`config.mk`:
```
export PLATFORM = sky130hd
export DESIGN_NAME = pol_fault_and_pwm_control
export DESIGN_NICKNAME = d
export VERILOG_FILES = /design/src/hw/pol_pkg.sv /design/src/hw/pol_fault_and_pwm_control.sv
export SDC_FILE = /design/constraint.sdc
export NUM_CORES = 1
export LEC_CHECK = 0
export ABC_AREA = 1
export BUFFER_PORTS_ARGS = -buffer_cell sky130_fd_sc_hd__buf_2
export CORE_MARGIN = 2
export CORE_UTILIZATION = 66
export CTS_BUF_LIST = sky130_fd_sc_hd__clkbuf_4
export CTS_CLUSTER_SIZE = 14
export DETAILED_ROUTE_END_ITERATION = 12
export GPL_TIMING_DRIVEN = 0
export PLACE_DENSITY_LB_ADDON = 0.3
export RECOVER_POWER = 50
export SETUP_SLACK_MARGIN = 0.15
export SLEW_MARGIN = 20
export SYNTH_ARGS = -nofsm -noshare
export SYNTH_HDL_FRONTEND = slang
export SYNTH_SLANG_ARGS = --single-unit
```
`constraint.sdc`:
```
create_clock -name hclk -period 25 [get_ports hclk]
set_input_delay 0 -clock hclk [delete_from_list [all_inputs] [get_ports hclk]]
set_output_delay 0 -clock hclk [all_outputs]
set_load 0.005 [all_outputs]
```
`src/hw/pol_pkg.sv`:
```
// package: register map, field layout, timing and carrier types of the
// load-converter fault and pwm controller.
// assumes a 40 MHz bus clock shared by the whole block.
package pol_pkg;

  // clock and timing
  localparam int CLK_HZ        = 40_000_000;
  localparam int HICCUP_MS     = 130;
  localparam int HICCUP_CYC    = HICCUP_MS * (CLK_HZ / 1000);
  localparam int HIC_W         = 23;
  localparam int FSW_LOW_HZ    = 500_000;
  localparam int FSW_MID_HZ    = 750_000;
  localparam int FSW_HIGH_HZ   = 1_000_000;
  localparam logic [6:0] PER_LOW  = 7'(CLK_HZ / FSW_LOW_HZ);
  localparam logic [6:0] PER_MID  = 7'(CLK_HZ / FSW_MID_HZ);
  localparam logic [6:0] PER_HIGH = 7'(CLK_HZ / FSW_HIGH_HZ);

  // frequency select codes
  localparam logic [1:0] FSEL_LOW  = 2'h0;
  localparam logic [1:0] FSEL_MID  = 2'h1;
  localparam logic [1:0] FSEL_HIGH = 2'h2;

  // saturation window around the setpoint, in error units
  localparam logic signed [7:0] SAT_WIN = 8'sh10;

  // register word indices (byte address = 4 * index)
  localparam logic [2:0] IDX_CTRL   = 3'h0;
  localparam logic [2:0] IDX_INTLV  = 3'h1;
  localparam logic [2:0] IDX_DUTY   = 3'h2;
  localparam logic [2:0] IDX_SEQ    = 3'h3;
  localparam logic [2:0] IDX_STATUS = 3'h4;

  // control register fields
  localparam int CTRL_ON    = 0;
  localparam int CTRL_GPROP = 1;
  localparam int CTRL_SPROP = 2;
  localparam int CTRL_RETRY = 3;
  localparam int CTRL_TRACK = 4;
  // interleave register fields
  localparam int INTLV_FSEL = 0;
  localparam int INTLV_PH   = 2;
  // duty limit register fields
  localparam int DUTY_LIM   = 0;
  localparam int DUTY_SAT   = 8;
  // sequencing register fields
  localparam int SEQ_DLY    = 0;
  localparam int SEQ_FALL   = 8;
  localparam int SEQ_RISE   = 16;
  // status register fields
  localparam int STAT_CAUSE = 0;
  localparam int STAT_STATE = 8;
  localparam int STAT_PG    = 11;
  localparam int STAT_TW    = 12;

  // cause bit positions
  localparam int C_OT = 0;
  localparam int C_OC = 1;
  localparam int C_UV = 2;
  localparam int C_TR = 3;
  localparam int C_OV = 4;
  localparam int C_PF = 5;
  localparam int C_PE = 6;
  localparam int C_TW = 7;

  // reset values
  localparam logic [4:0] CTRL_RST  = 5'h18;
  localparam logic [7:0] LIM_RST   = 8'hC0;
  localparam logic [7:0] DLY_RST   = 8'h04;
  localparam logic [7:0] FALL_RST  = 8'h08;
  localparam logic [7:0] RISE_RST  = 8'h08;

  typedef enum logic [2:0] {
    ST_OFF, ST_RAMP_UP, ST_STEADY, ST_OFF_DELAY, ST_RAMP_DOWN, ST_HICCUP, ST_LATCHED
  } pol_state_t;

  // analog comparator results, already qualified by the front end
  typedef struct packed {
    logic vin_ok;
    logic above_prebias;
    logic hot;
    logic warm;
    logic overcurrent;
    logic low_output;
    logic high_output;
    logic track_miss;
    logic in_window;
  } checks_t;

  typedef struct packed {
    pol_state_t  st;
    logic [4:0]  ctrl;
    logic [1:0]  fsel;
    logic [4:0]  phase;
    logic [7:0]  lim;
    logic        sat_en;
    logic [7:0]  dly;
    logic [7:0]  fall;
    logic [7:0]  rise;
    logic [7:0]  cause;
    logic [7:0]  duty;
    logic [6:0]  thr;
    logic [6:0]  cnt;
    logic [6:0]  ph_cnt;
    logic        ph_pend;
    logic        sync_prev;
    logic [7:0]  dly_cnt;
    logic [HIC_W-1:0] hic_cnt;
    logic [7:0]  level;
    logic        latch;
    logic        self_flt;
    logic        self_err;
    logic        ls_hold;
    logic        hs;
    logic        ls;
    logic        pg;
    logic        tw;
    logic        ahb_wr;
    logic [2:0]  ahb_idx;
    logic [31:0] hrdata;
  } regs_t;

endpackage

```
`src/hw/pol_fault_and_pwm_control.sv`:
```
// fault handling, hiccup restart and pwm generation for one load converter,
// with its registers on an ahb-lite slave port.
// assumes all inputs synchronous to hclk; shared lines are open drain and
// resolved outside.
`timescale 1ns/10ps
module pol_fault_and_pwm_control
  import pol_pkg::*;
#(
  parameter int HICCUP_CYCLES = HICCUP_CYC
) (
  // clock and reset
  input  wire logic        hclk,
  input  wire logic        hresetn,
  // ahb-lite slave
  input  wire logic        hsel,
  input  wire logic [31:0] haddr,
  input  wire logic [1:0]  htrans,
  input  wire logic        hwrite,
  input  wire logic [2:0]  hsize,
  input  wire logic        hready,
  input  wire logic [31:0] hwdata,
  output logic      [31:0] hrdata,
  output logic             hreadyout,
  output logic             hresp,
  // manager links
  input  wire logic        sync_line,
  input  wire logic        fault_line_i,
  output logic             fault_line_o,
  output logic             fault_line_oe_n,
  input  wire logic        error_line_i,
  output logic             error_line_o,
  output logic             error_line_oe_n,
  // power stage
  input  wire checks_t     checks,
  input  wire logic signed [7:0] err_sample,
  output logic             hs_gate,
  output logic             ls_gate,
  output logic      [7:0]  out_level,
  output logic             output_within_window,
  output logic             temperature_warning
);

  // the hiccup-length assertion needs more than eight clocks in the state
  if (HICCUP_CYCLES < 16 || HICCUP_CYCLES >= (1 << HIC_W)) begin : g_bad_hiccup
    $error("HICCUP_CYCLES out of range");
  end

  localparam logic [HIC_W-1:0] HIC_LAST = HIC_W'(HICCUP_CYCLES - 1);

  ////////////////////////////////////////////////////////////////////////////
  // functions

  function automatic logic [6:0] period_of(input logic [1:0] sel);
    logic [6:0] p;
    p = PER_LOW;
    unique case (sel)
      FSEL_MID:  p = PER_MID;
      FSEL_HIGH: p = PER_HIGH;
      default:   p = PER_LOW;
    endcase
    return p;
  endfunction

  // phase offset in clocks: period * steps / 32, one step = 11.25 degrees
  function automatic logic [6:0] phase_delay(input logic [6:0] per, input logic [4:0] steps);
    logic [11:0] prod;
    prod = 12'(per) * 12'(steps);
    return prod[11:5];
  endfunction

  function automatic logic [7:0] next_duty(input logic [7:0] duty, input logic [7:0] lim,
                                           input logic signed [7:0] e, input logic sat);
    logic signed [9:0] v;
    v = 10'(signed'({2'b00, duty})) + 10'(e >>> 2);
    if (sat && e > SAT_WIN)
      v = 10'(signed'({2'b00, lim}));
    else if (sat && e < -SAT_WIN)
      v = 10'sh000;
    if (v < 0)
      v = 10'sh000;
    if (v > 10'(signed'({2'b00, lim})))
      v = 10'(signed'({2'b00, lim}));
    return v[7:0];
  endfunction

  function automatic logic [31:0] rd_word(input regs_t r, input logic [2:0] idx);
    logic [31:0] w;
    w = 32'h0000_0000;
    unique case (idx)
      IDX_CTRL:   w[4:0] = r.ctrl;
      IDX_INTLV:  w[INTLV_PH+4:INTLV_FSEL] = {r.phase, r.fsel};
      IDX_DUTY:   w[DUTY_SAT:DUTY_LIM] = {r.sat_en, r.lim};
      IDX_SEQ:    w[SEQ_RISE+7:SEQ_DLY] = {r.rise, r.fall, r.dly};
      IDX_STATUS: begin
        w[STAT_CAUSE+7:STAT_CAUSE] = r.cause;
        w[STAT_STATE+2:STAT_STATE] = r.st;
        w[STAT_PG]                 = r.pg;
        w[STAT_TW]                 = r.tw;
      end
      default:    w = 32'h0000_0000;
    endcase
    return w;
  endfunction

  ////////////////////////////////////////////////////////////////////////////
  // next state

  regs_t q;
  regs_t d;
  logic [7:0] set_c;
  logic [7:0] clr_c;
  logic       cyc;
  logic       is_off;
  logic       running;
  logic       active;
  logic       pe_rx;
  logic       pf_rx;
  logic       ov_hit;
  logic       oc_hit;
  logic       tr_hit;
  logic       uv_hit;
  logic       ot_hit;
  logic       sel_ok;
  logic [6:0] per;

  always_comb begin
    d       = q;
    set_c   = 8'h00;
    clr_c   = 8'h00;
    cyc     = 1'b0;
    per     = period_of(q.fsel);
    is_off  = (q.st == ST_OFF) || (q.st == ST_HICCUP) || (q.st == ST_LATCHED);
    running = (q.st == ST_RAMP_UP) || (q.st == ST_STEADY);
    active  = running || (q.st == ST_OFF_DELAY) || (q.st == ST_RAMP_DOWN);

    // ahb data phase: write lands one cycle after its address phase
    if (q.ahb_wr) begin
      unique case (q.ahb_idx)
        IDX_CTRL:  d.ctrl = hwdata[4:0];
        IDX_INTLV: begin
          d.phase = hwdata[INTLV_PH+4:INTLV_PH];
          // frequency is per converter and frozen while switching
          if (is_off && hwdata[INTLV_FSEL+1:INTLV_FSEL] != 2'h3)
            d.fsel = hwdata[INTLV_FSEL+1:INTLV_FSEL];
        end
        IDX_DUTY: begin
          d.lim    = hwdata[DUTY_LIM+7:DUTY_LIM];
          d.sat_en = hwdata[DUTY_SAT];
        end
        IDX_SEQ: begin
          d.dly  = hwdata[SEQ_DLY+7:SEQ_DLY];
          d.fall = hwdata[SEQ_FALL+7:SEQ_FALL];
          d.rise = hwdata[SEQ_RISE+7:SEQ_RISE];
        end
        IDX_STATUS: clr_c = hwdata[STAT_CAUSE+7:STAT_CAUSE];
        default: ;
      endcase
    end

    // ahb address phase; zero wait state, read data captured here
    sel_ok    = hsel && htrans[1] && hready;
    d.ahb_wr  = sel_ok && hwrite && (haddr[7:5] == 3'h0);
    d.ahb_idx = haddr[4:2];
    if (sel_ok && !hwrite)
      d.hrdata = (haddr[7:5] == 3'h0) ? rd_word(q, haddr[4:2]) : 32'h0000_0000;

    // sync edge restarts the switching period after the interleave delay
    d.sync_prev = sync_line;
    if (sync_line && !q.sync_prev) begin
      d.ph_cnt  = phase_delay(per, q.phase);
      d.ph_pend = 1'b1;
    end else if (q.ph_pend) begin
      if (q.ph_cnt == 7'h00)
        d.ph_pend = 1'b0;
      else
        d.ph_cnt = q.ph_cnt - 7'h01;
    end
    if ((q.ph_pend && q.ph_cnt == 7'h00 && !(sync_line && !q.sync_prev)) || q.cnt >= per - 7'h01) begin
      d.cnt = 7'h00;
      cyc   = 1'b1;
    end else begin
      d.cnt = q.cnt + 7'h01;
    end

    // duty loop, updated once per switching cycle
    if (cyc) begin
      if (running)
        d.duty = next_duty(q.duty, q.lim, err_sample, q.sat_en);
      else
        d.duty = 8'h00;
    end
    // clamp against the limit being written now, so a lowered limit bites at once
    if (d.duty > d.lim)
      d.duty = d.lim;
    d.thr = 7'((16'(d.duty) * 16'(per)) >> 8);

    // protection checks, each gated by its own operating window
    ot_hit = checks.vin_ok && checks.hot;
    ov_hit = checks.above_prebias && checks.high_output && running;
    oc_hit = checks.above_prebias && checks.overcurrent && running;
    tr_hit = (q.st == ST_RAMP_UP) && q.ctrl[CTRL_TRACK] && checks.track_miss;
    uv_hit = (q.st == ST_STEADY) && checks.low_output;
    pe_rx  = !error_line_i && !q.self_err;
    pf_rx  = !fault_line_i && !q.self_flt;
    set_c[C_OT] = ot_hit;
    set_c[C_OV] = ov_hit;
    set_c[C_OC] = oc_hit;
    set_c[C_TR] = tr_hit;
    set_c[C_UV] = uv_hit;
    set_c[C_TW] = checks.vin_ok && checks.warm;
    d.tw = checks.vin_ok && checks.warm;
    d.pg = (q.st == ST_STEADY) && checks.in_window;

    unique case (q.st)
      ST_OFF: begin
        d.level = 8'h00;
        if (q.ctrl[CTRL_ON] && fault_line_i && error_line_i)
          d.st = ST_RAMP_UP;
      end
      ST_RAMP_UP: begin
        if (cyc)
          d.level = (q.level > 8'hFF - q.rise) ? 8'hFF : q.level + q.rise;
        if (cyc && d.level == 8'hFF)
          d.st = ST_STEADY;
      end
      ST_STEADY: ;
      ST_OFF_DELAY: begin
        if (cyc) begin
          if (q.dly_cnt == 8'h00)
            d.st = ST_RAMP_DOWN;
          else
            d.dly_cnt = q.dly_cnt - 8'h01;
        end
      end
      ST_RAMP_DOWN: begin
        if (cyc)
          d.level = (q.level < q.fall) ? 8'h00 : q.level - q.fall;
        if (cyc && d.level == 8'h00) begin
          d.st      = q.latch ? ST_LATCHED : ST_HICCUP;
          d.hic_cnt = '0;
        end
      end
      ST_HICCUP: begin
        // counted from zero output, so turn-off delay does not stretch it
        if (q.hic_cnt == HIC_LAST) begin
          d.self_flt = 1'b0;
          d.st       = q.ctrl[CTRL_ON] ? ST_RAMP_UP : ST_OFF;
        end else begin
          d.hic_cnt = q.hic_cnt + HIC_W'(1);
        end
      end
      ST_LATCHED: begin
        if (!q.ctrl[CTRL_ON]) begin
          d.st       = ST_OFF;
          d.self_flt = 1'b0;
          d.self_err = 1'b0;
          d.ls_hold  = 1'b0;
        end
      end
    endcase

    // shutdown entry, errors first, then fast faults, then regular faults
    if (active) begin
      if (ov_hit || pe_rx) begin
        d.st       = ST_LATCHED;
        d.level    = 8'h00;
        d.latch    = 1'b1;
        d.self_err = ov_hit || q.self_err;
        d.ls_hold  = ov_hit;
        set_c[C_PE] = pe_rx;
      end else if (oc_hit || tr_hit) begin
        d.st       = q.ctrl[CTRL_RETRY] ? ST_HICCUP : ST_LATCHED;
        d.level    = 8'h00;
        d.hic_cnt  = '0;
        d.self_flt = 1'b1;
        d.latch    = !q.ctrl[CTRL_RETRY];
      end else if ((uv_hit || (ot_hit && running) || pf_rx) &&
                   q.st != ST_OFF_DELAY && q.st != ST_RAMP_DOWN) begin
        d.st       = ST_OFF_DELAY;
        d.dly_cnt  = q.dly;
        d.self_flt = uv_hit || ot_hit || q.self_flt;
        d.latch    = !q.ctrl[CTRL_RETRY];
        set_c[C_PF] = pf_rx;
      end
    end

    // hardware set wins over a software clear in the same cycle
    d.cause = (q.cause & ~clr_c) | set_c;

    // gate drive: both off outside the active states, low side held after an overvoltage
    d.hs = (d.st == ST_RAMP_UP || d.st == ST_STEADY || d.st == ST_OFF_DELAY || d.st == ST_RAMP_DOWN)
           && (d.cnt < d.thr);
    d.ls = d.ls_hold || ((d.st == ST_RAMP_UP || d.st == ST_STEADY || d.st == ST_OFF_DELAY ||
                          d.st == ST_RAMP_DOWN) && !d.hs);
  end

  always_ff @(posedge hclk or negedge hresetn) begin
    if (!hresetn) begin
      q           <= '0;
      q.st        <= ST_OFF;
      q.ctrl      <= CTRL_RST;
      q.fsel      <= FSEL_LOW;
      q.lim       <= LIM_RST;
      q.dly       <= DLY_RST;
      q.fall      <= FALL_RST;
      q.rise      <= RISE_RST;
      q.sync_prev <= 1'b1;
    end else begin
      q <= d;
    end
  end

  ////////////////////////////////////////////////////////////////////////////
  // outputs

  assign hrdata               = q.hrdata;
  assign hreadyout            = 1'b1;
  assign hresp                = 1'b0;
  assign fault_line_o         = 1'b0;
  assign fault_line_oe_n      = !(q.self_flt && (q.ctrl[CTRL_GPROP] || q.ctrl[CTRL_SPROP]));
  assign error_line_o         = 1'b0;
  assign error_line_oe_n      = !(q.self_err && (q.ctrl[CTRL_GPROP] || q.ctrl[CTRL_SPROP]));
  assign hs_gate              = q.hs;
  assign ls_gate              = q.ls;
  assign out_level            = q.level;
  assign output_within_window = q.pg;
  assign temperature_warning  = q.tw;
endmodule

```
==> results of run 1 <==
-- cell type report --
| cell class | count | area, µm² | area share |
|---|---|---|---|
| multi-input cells | 1114 | 6960 | 0.499 |
| plain buffers | 80 | 489 | 0.0351 |
| diodes | 2 | 5.00 | 0.000359 |
| clock buffers | 20 | 150 | 0.0108 |
| inverters | 273 | 1030 | 0.0738 |
| repair buffers | 151 | 1020 | 0.0730 |
| clock inverters | 11 | 121 | 0.00870 |
| well taps | 229 | 287 | 0.0205 |
| flip-flops and latches | 155 | 3890 | 0.279 |
-- metal layers --
layer / vias to the layer above / part of all wire
li1: 5611 / -
met1: 5559 / 0.39
met2: 581 / 0.49
met3: 129 / 0.078
met4: 0 / 0.045
met5: - / 0
-- power by group --
group	switching (mW)	internal [mW]	total [mW]
clock	0.0957	0.0620	0.158
sequential	0.0559	0.312	0.368
combinational	0.946	0.582	1.53
-- metrics by stage --
step                hold slack (ns)  area, µm²
finish                       0.0318      14000
global route                 0.0301      14000
CTS                          0.0394      14000
detailed placement           0.0362      13200
global placement              0.117      13100
floorplan                    -0.296      12400
-- cells by family (layout without fill, tap and decap cells) --
family,count (synthesis),in the layout,synth area share
adder cells (fa/ha/maj),146,146,0.165
flip-flops,155,155,0.315
buffers and inverters,353,535,0.123
other,2,15,0.000609
XOR/XNOR,29,29,0.0206
AO/OA/AOI/OAI,323,323,0.155
AND/OR/NAND/NOR,597,597,0.215
multiplexers,6,6,0.00548
-- critical path: cells and delay by family, from the launching register on --
family	cells	cell delay [ns]
simple gates	21	2.09
compound gates	11	1.81
buf+inv	9	1.88
fa+ha+maj	9	3.41
flops	1	0.46
-- state kept, by name (all words and copies together) (netlist names) --
register and count:
temperature_warning 1, out_level 8, hs_gate 1, hrdata 24, ls_gate 1, output_within_window 1
q 119
-- worst max path at each step --
stage	slack, ns	endpoint	cells after the start	from
6_report	15.26	ls_gate$_DFF_PN0_	50	q[160]$_DFFE_PN0P_
5_1_grt	14.55	ls_gate$_DFF_PN0_	49	q[160]$_DFFE_PN0P_
4_1_cts	15.34	ls_gate$_DFF_PN0_	51	q[160]$_DFFE_PN0P_
3_5_place_dp	15.41	ls_gate$_DFF_PN0_	50	q[160]$_DFFE_PN0P_
3_3_place_gp	15.65	ls_gate$_DFF_PN0_	51	q[160]$_DFFE_PN0P_
2_1_floorplan	16.95	ls_gate$_DFF_PN0_	59	q[106]$_DFF_PN0_
-- cell usage in the layout (no fill, tap or decap), drive strengths merged, types with 13 or more instances in the layout --
cell type / synthesis / layout
o211ai: 16 / 16
buf: 52 / 118
o22ai: 13 / 13
clkinv: 6 / 13
dlygate4sd3: 0 / 56
clkbuf: 28 / 77
inv: 267 / 268
a221oi: 14 / 14
o21ai: 136 / 136
fa: 27 / 27
nand3: 66 / 66
or2: 14 / 14
dfrtp: 147 / 147
nor3: 28 / 28
conb: 2 / 13
a21oi: 89 / 89
xor2: 20 / 20
nand4: 17 / 17
nor2: 136 / 136
nand2: 325 / 325
ha: 119 / 119
-- what timing repair did --
| item | in CTS | in global routing |
|---|---|---|
| hold endpoints to repair | 225 | 0 |
| setup endpoints to repair | 0 | 0 |
| hold buffers | 57 | 0 |
| gates resized for setup | 0 | 0 |
==> impl_metrics.yaml, run 1 <==
min_path:
  hold_class: "primary input to flop"
  min_to: "q[83]$_DFF_PN1_"
  holdCritStartpoint: "sync_line"
  whs_path_depth: 2
critical_path:
  rr_worst_depth: 50
  slowest_delay_ns: 0.62
  timing.rr.start: "q[160]$_DFFE_PN0P_"
  cp-start-kind: "flop"
  setup.reg_to_reg.worst_slack_ns: 15.26
  slowest_stage: "clkbuf_1"
  path_class: "flop to flop"
  arrival_ns: 10.24
  r2r-end: "ls_gate$_DFF_PN0_"
  crit_required_ns: 25.50
  cp_max_fo: 11
  cpMostUsedCell: "nand2_1"
  crit_path_end_kind: "flop"
sta:
  hold_viol: 0
  drv_slew: 135
  min_period_ns: 9.74
  setup_viol: 0
  fmax_mhz: 103
  slew_headroom: -1.72
  finalSetupTns_ns: 0
  clock_skew_ns: 0.0257
  rsz0062_at_grt: "false"
  finalCritPeriodShare: 0.390
  setup_ws_ns: 15.26
  tightest_slew_ns: 4.07
job:
  maxCapViolCount: 2
grt:
  grt_pass1_vias: 11700
  grt_pass1_wl_um: 55100
  top_usage_layer: "met2"
  grt_use_total: 0.346
  antenna_found_initial: 2
  grt_max_degree: 76
  use_met2: 0.598
  grt_overflow: 0
  use_met3: 0.0618
  use_met1: 0.423
synthesis:
  syn_area_um2: 12300
  async_flop_share: 1.00
  synthFlopType: "dfrtp_1"
  synthTopCellsByCount: "nand2_1 (312), inv_1 (251), dfrtp_1 (147), nor2_1 (128), ha_1 (119)"
  seq_area_frac_synth: 0.315
  synth_edf_count: 0
  synth.area.top_cells: "dfrtp_1 (30%), ha_1 (12%), nand2_1 (9.5%)"
  synth-seq-cells: 155
  synthCells: 1611
  avgSynthCellArea_um2: 7.65
  synth_top_area_share: 0.298
  yosys.cell_types.count: 59
  yosysTopAreaCell: "dfrtp_1"
  synth_most_common_cell: "nand2_1"
  ys_warn_count: 0
placement:
  port_buffers: 93
  place.gp.congestion: 1.01
  dpl.cell_count: 1945
  hpwl_um: 24700
  place_ws_ns: 15.41
clocking:
  cts_buffer_depth: 2
  cts-root-buf: "clkbuf_4"
  clock_latency_ns: 0.60
  path_clk_slew_ns: 0.14
  cts_buffers: 17
  clock_sinks: 155
  htreeDepth: 4
  post_cts_buffers: 0
  cts_tree: "built"
finish:
  drive_gt1_frac: 0.134
  fillers: 1306
  final_core_util: 0.769
  area_delta_synth_final_pct: 13.2
  finalNonFillerCells: 2035
  layout.nets: 2032
power:
  power_density_nw_per_um2: 147
  finalPower_mw: 2.05
  p_leak_nw: 7.49
  irDropWorstVdd_mv: 0.357
routing:
  first_pass_iters: 7
  drt-wirelength-per-cell_um: 16.4
  detail-route-antenna-nets: 0
  dr.first_iter.drc_count: 940
  vias: 11900
  wl_um: 33400
  viasPerCell: 5.84
  drc: 0
floorplan:
  ios: 144
  die_h_um: 141
  core_area_um2: 18100
  std_cell_rows: 49
  dieArea_um2: 19800
  die_w_um: 141
  start_util: 0.679
outcome:
  status: "complete, but fails checks"
  violations: "max-capacitance violations, max-slew violations"
(Power assumes the default switching activity.)
==> run 2, diff against run 1 <==
--- a/config.mk
+++ b/config.mk
@@ -8,7 +8,7 @@
 export ABC_AREA = 1
 export BUFFER_PORTS_ARGS = -buffer_cell sky130_fd_sc_hd__buf_2
 export CORE_MARGIN = 2
-export CORE_UTILIZATION = 66
+export CORE_UTILIZATION = 56
 export CTS_BUF_LIST = sky130_fd_sc_hd__clkbuf_4
 export CTS_CLUSTER_SIZE = 14
 export DETAILED_ROUTE_END_ITERATION = 12
==> constraint.sdc (replaced) <==
create_clock -name hclk -period 8.75 [get_ports hclk]
set_input_delay 0 -clock hclk [delete_from_list [all_inputs] [get_ports hclk]]
set_output_delay 0 -clock hclk [all_outputs]
set_load 0.005 [all_outputs]
==> impl_metrics.yaml, run 2 (synthesis gave the netlist of run 1 again) <==
placement:
  port_buffers: 93
  hpwl_um: 25200
  dpl.cell_count: 1996
  place.gp.congestion: 0.949
  placed_cell_area_um2: 13200
outcome:
  status: "complete, but fails checks"
  violations: "max-capacitance violations, max-slew violations"
sta:
  fmax_mhz: 115
  hold_viol: 0
  setup_viol: 0
  whs_ns: 0.0350
  min_period_ns: 8.68
  tightest_slew_ns: 5.10
  drv_slew: 153
  finalCritPeriodShare: 0.992
  slew_headroom: -2.40
  clock_skew_ns: 0.0434
  rsz0062_at_grt: "true"
clocking:
  htreeDepth: 4
  clock_latency_ns: 0.61
  path_clk_slew_ns: 0.15
  cts_buffers: 17
  clock_sinks: 155
  cts-root-buf: "clkbuf_4"
  cts_buffer_depth: 2
  cts_tree: "built"
finish:
  layout_common_cells: "nand2_1 (288), inv_1 (236), dfrtp_1 (145), nor2_1 (118), o21ai_0 (107)"
  largest_reg_flops: 119
  drive_gt1_frac: 0.212
  layout.nets: 2074
  fillers: 1700
  fin_area_um2: 14900
  largest-register: "q"
  finalNonFillerCells: 2128
  area_delta_synth_final_pct: 21.1
  final_common_cell: "nand2_1"
grt:
  grt_use_total: 0.288
  antenna_found_initial: 1
  grt_pass1_vias: 11400
  grt_max_degree: 97
  grt_overflow: 0
  grt_pass1_wl_um: 54800
floorplan:
  die_w_um: 152
  ios: 144
  die_h_um: 152
  dieArea_um2: 23200
  std_cell_rows: 54
  core_area_um2: 21700
  start_util: 0.569
routing:
  drt-wirelength-per-cell_um: 16.0
  highest_layer: "met4"
  wl_um: 34100
  viasPerCell: 5.52
  routedLengthMet1_um: 14200
  dr.first_iter.drc_count: 820
  detail-route-antenna-nets: 0
  met3_length_um: 2110
  vias: 11800
  drc: 0
  wl_met2_um: 16600
  first_pass_iters: 7
critical_path:
  slowest_delay_ns: 0.55
  cpMostUsedCell: "nand2_1"
  crit_path_end_kind: "flop"
  crit_family: "adder cells"
  cp.buffers_inverters: 10
  crit_required_ns: 9.24
  cp-start-kind: "flop"
  arrival_ns: 9.16
  slowest_stage: "fa_1"
  cp_max_fo: 5
  setup.reg_to_reg.worst_slack_ns: 0.07
  path_class: "flop to flop"
min_path:
  hold_class: "primary input to flop"
power:
  irDropWorstVdd_mv: 0.923
  p_leak_nw: 7.82
  power_density_nw_per_um2: 447
  finalPower_mw: 6.68
job:
  maxCapViolCount: 2
-- run 2: cell count changes in the layout (fill, tap and decap cells not counted), sizes merged --
cell	delta
buf	+59
clkbuf	-19
inv	+8
clkinv	-3
bufinv	-2
clkinvlp	+1
diode	-1
dlygate4sd3	-1
-- run 2: per-stage QoR --
stage,TNS [ns],setup slack [ns],util
floorplan,0,0.702,-
global placement,-1.27,-0.659,0.608
detailed placement,-1.50,-0.781,0.610
CTS,0,0.115,0.669
global route,-0.723,-0.388,0.689
finish,0,0.0726,0.689
-- run 2: layout make-up --
type / count / area (µm²) / area share
antenna: 1 / 2.50 / 0.000168
buffer: 80 / 502 / 0.0336
clock buffer: 17 / 128 / 0.00854
clock inverter: 15 / 174 / 0.0116
inverter: 273 / 1040 / 0.0694
multi-input combinational: 1114 / 7480 / 0.501
sequential: 155 / 3890 / 0.261
tap: 280 / 350 / 0.0235
timing repair buffer: 193 / 1370 / 0.0920
-- run 2: worst register-to-register path: cells and delay by family, from the launching register on --
family                     cells  cell delay [ns]
adders and majority gates     10             3.43
and+or+nand+nor               25             2.23
AOI/OAI and AO/OA             13             1.69
buffers and inverters         10             0.59
DFF                            1             0.42
xor gates and xnor gates       1             0.22
-- run 2: path summary, 6_finish.rpt --
| kind | from | to | cells past startpoint |
|---|---|---|---|
| max | q[106]$_DFF_PN0_ | ls_gate$_DFF_PN0_ | 59 |
| min | sync_line | q[83]$_DFF_PN1_ | 2 |
| max reg2reg | q[106]$_DFF_PN0_ | ls_gate$_DFF_PN0_ | 59 |
| min reg2reg | hrdata[3]$_DFFE_PN0P_ | hrdata[3]$_DFFE_PN0P_ | 2 |
| max in group asynchronous | hresetn | q[85]$_DFFE_PN0P_ | 4 |
| min in group asynchronous | hresetn | q[125]$_DFFE_PN1P_ | 3 |
-- run 2: routing by layer --
metal,up-vias,track usage
met1,5561,0.373
li1,5699,-
met4,0,0.113
met3,101,0.0478
met2,393,0.486
met5,-,0
-- run 2: timing repair --
| item | CTS | global route |
|---|---|---|
| pin swaps | 19 | 66 |
| setup buffers | 23 | 18 |
| hold endpoints to repair | 235 | 0 |
| cloned | 1 | 1 |
| setup endpoints to repair | 2 | 2 |
| gates resized for setup | 53 | 90 |
| hold buffers | 56 | 0 |
-- run 2: where the power goes --
part	total, mW	switching [mW]	internal, mW
logic	5.16	2.99	2.17
clock network	0.458	0.324	0.134
registers	1.05	0.164	0.891
==> run 3, diff against run 2 <==
--- a/config.mk
+++ b/config.mk
@@ -7,7 +7,6 @@
 export LEC_CHECK = 0
 export ABC_AREA = 1
 export BUFFER_PORTS_ARGS = -buffer_cell sky130_fd_sc_hd__buf_2
-export CORE_MARGIN = 2
 export CORE_UTILIZATION = 56
 export CTS_BUF_LIST = sky130_fd_sc_hd__clkbuf_4
 export CTS_CLUSTER_SIZE = 14
==> impl_metrics.yaml, run 3 (synthesis gave the netlist of run 1 again) <==
min_path:
  holdCritStartpoint: "sync_line"
  hold_class: "primary input to flop"
  min_to: "q[83]$_DFF_PN1_"
  whs_path_depth: 2
critical_path:
  crit_required_ns: 9.23
  timing.rr.start: "q[110]$_DFF_PN0_"
  cp-start-kind: "flop"
  rr_worst_depth: 58
  arrival_ns: 9.56
  cpMostUsedCell: "nand2_1"
  cp-startpoint: "q[110]$_DFF_PN0_"
  setup.reg_to_reg.worst_slack_ns: -0.33
  path_class: "flop to flop"
  slowest_stage: "fa_1"
  r2r-end: "ls_gate$_DFF_PN0_"
  cp_max_fo: 5
  slowest_delay_ns: 0.55
  crit_path_end_kind: "flop"
finish:
  layout_common_cells: "nand2_1 (284), inv_1 (236), dfrtp_1 (143), nor2_1 (116), o21ai_0 (105)"
  finalNonFillerCells: 2126
  final_common_cell: "nand2_1"
  layout.nets: 2076
  largest-register: "q"
  largest_reg_flops: 119
  area_delta_synth_final_pct: 21.9
  drive_gt1_frac: 0.226
  fin_area_um2: 15000
power:
  finalPower_mw: 6.92
  p_leak_nw: 7.83
  power_density_nw_per_um2: 460
  irDropWorstVdd_mv: 1.07
sta:
  min_period_ns: 9.08
  clock_skew_ns: 0.0330
  fmax_mhz: 110
  setup_viol: 2
  finalSetupTns_ns: -0.585
  finalCritPeriodShare: 1.04
  hold_viol: 0
  slew_headroom: -2.20
  setup_ws_ns: -0.334
  tightest_slew_ns: 4.80
  drv_slew: 155
  whs_ns: 0.0353
  rsz0062_at_grt: "true"
routing:
  wl_um: 36600
  viasPerCell: 5.76
  dr.first_iter.drc_count: 989
  drt-wirelength-per-cell_um: 17.2
  drc: 0
  first_pass_iters: 7
  vias: 12200
  detail-route-antenna-nets: 0
placement:
  dpl.cell_count: 1991
  placed_cell_area_um2: 13200
  port_buffers: 93
  hpwl_um: 24800
  place.gp.congestion: 0.949
clocking:
  path_clk_slew_ns: 0.16
  cts_buffers: 17
  clock_sinks: 155
  htreeDepth: 4
  cts-root-buf: "clkbuf_4"
  cts_tree: "built"
  clock_latency_ns: 0.60
  cts_buffer_depth: 2
job:
  maxCapViolCount: 2
grt:
  grt_overflow: 0
  grt_pass1_wl_um: 54800
  grt_max_degree: 89
  grt_pass1_vias: 11500
  antenna_found_initial: 2
  grt_use_total: 0.311
floorplan:
  die_w_um: 150
  die_h_um: 150
  core_area_um2: 21300
  start_util: 0.579
  std_cell_rows: 53
  ios: 144
  dieArea_um2: 22600
outcome:
  violations: "max-capacitance violations, max-slew violations, negative setup slack"
  status: "complete, but fails checks"
[run 3: how the worst max path moves through the flow]
stage | to | slack, ns | cells after the start
after floorplan | ls_gate$_DFF_PN0_ | 0.70 | 59
after global placement | ls_gate$_DFF_PN0_ | -0.76 | 48
after detailed placement | ls_gate$_DFF_PN0_ | -0.83 | 48
after CTS | ls_gate$_DFF_PN0_ | 0.13 | 59
after global routing | ls_gate$_DFF_PN0_ | -0.64 | 57
final | ls_gate$_DFF_PN0_ | -0.33 | 58
[run 3: repair_timing]
| item | in CTS | in global routing |
|---|---|---|
| setup buffers | 23 | 20 |
| resized for setup | 61 | 106 |
| endpoints found under the setup margin | 2 | 2 |
| hold buffers | 56 | 0 |
| gates cloned | 2 | 0 |
| hold endpoints to repair | 231 | 0 |
| pin swaps | 37 | 79 |
[run 3: per-layer routing]
layer | share of wire | vias up | global-route usage | routed length, µm
li1 | - | 5720 | - | -
met1 | 0.40 | 5752 | 0.382 | 14400
met2 | 0.48 | 601 | 0.541 | 17600
met3 | 0.075 | 171 | 0.0479 | 2730
met4 | 0.049 | 0 | 0.132 | 1800
met5 | 0 | - | 0 | 0
[run 3: metrics by stage]
stage | util | setup WS, ns
after detailed placement | 0.621 | -0.834
after global routing | 0.706 | -0.637
final | 0.706 | -0.334
after CTS | 0.683 | 0.132
after global placement | 0.619 | -0.756
after floorplan | - | 0.702
[run 3: cell type report]
| class | count | area [µm²] |
|---|---|---|
| Tap cell | 275 | 344 |
| Multi-Input combinational cell | 1114 | 7580 |
| Sequential cell | 155 | 3890 |
| Buffer | 80 | 508 |
| Antenna cell | 2 | 5.00 |
| Fill cell | 1636 | 6250 |
| Inverter | 273 | 1040 |
| Clock buffer | 17 | 128 |
| Timing Repair Buffer | 195 | 1360 |
| Clock inverter | 15 | 183 |
[run 3: power by group]
group | switching [mW] | total (mW) | internal, mW
registers | 0.170 | 1.06 | 0.892
clock network | 0.324 | 0.483 | 0.159
logic | 3.17 | 5.38 | 2.21
[run 3: worst max-delay path, delay by kind of cell (launching register included)]
family                   cells  cell delay (ns)
adder cells (fa/ha/maj)      9             3.05
flip-flops                   1             0.48
buffers and inverters        9             0.79
AO/OA/AOI/OAI               16             2.18
AND/OR/NAND/NOR             23             2.29
XOR/XNOR                     1             0.12
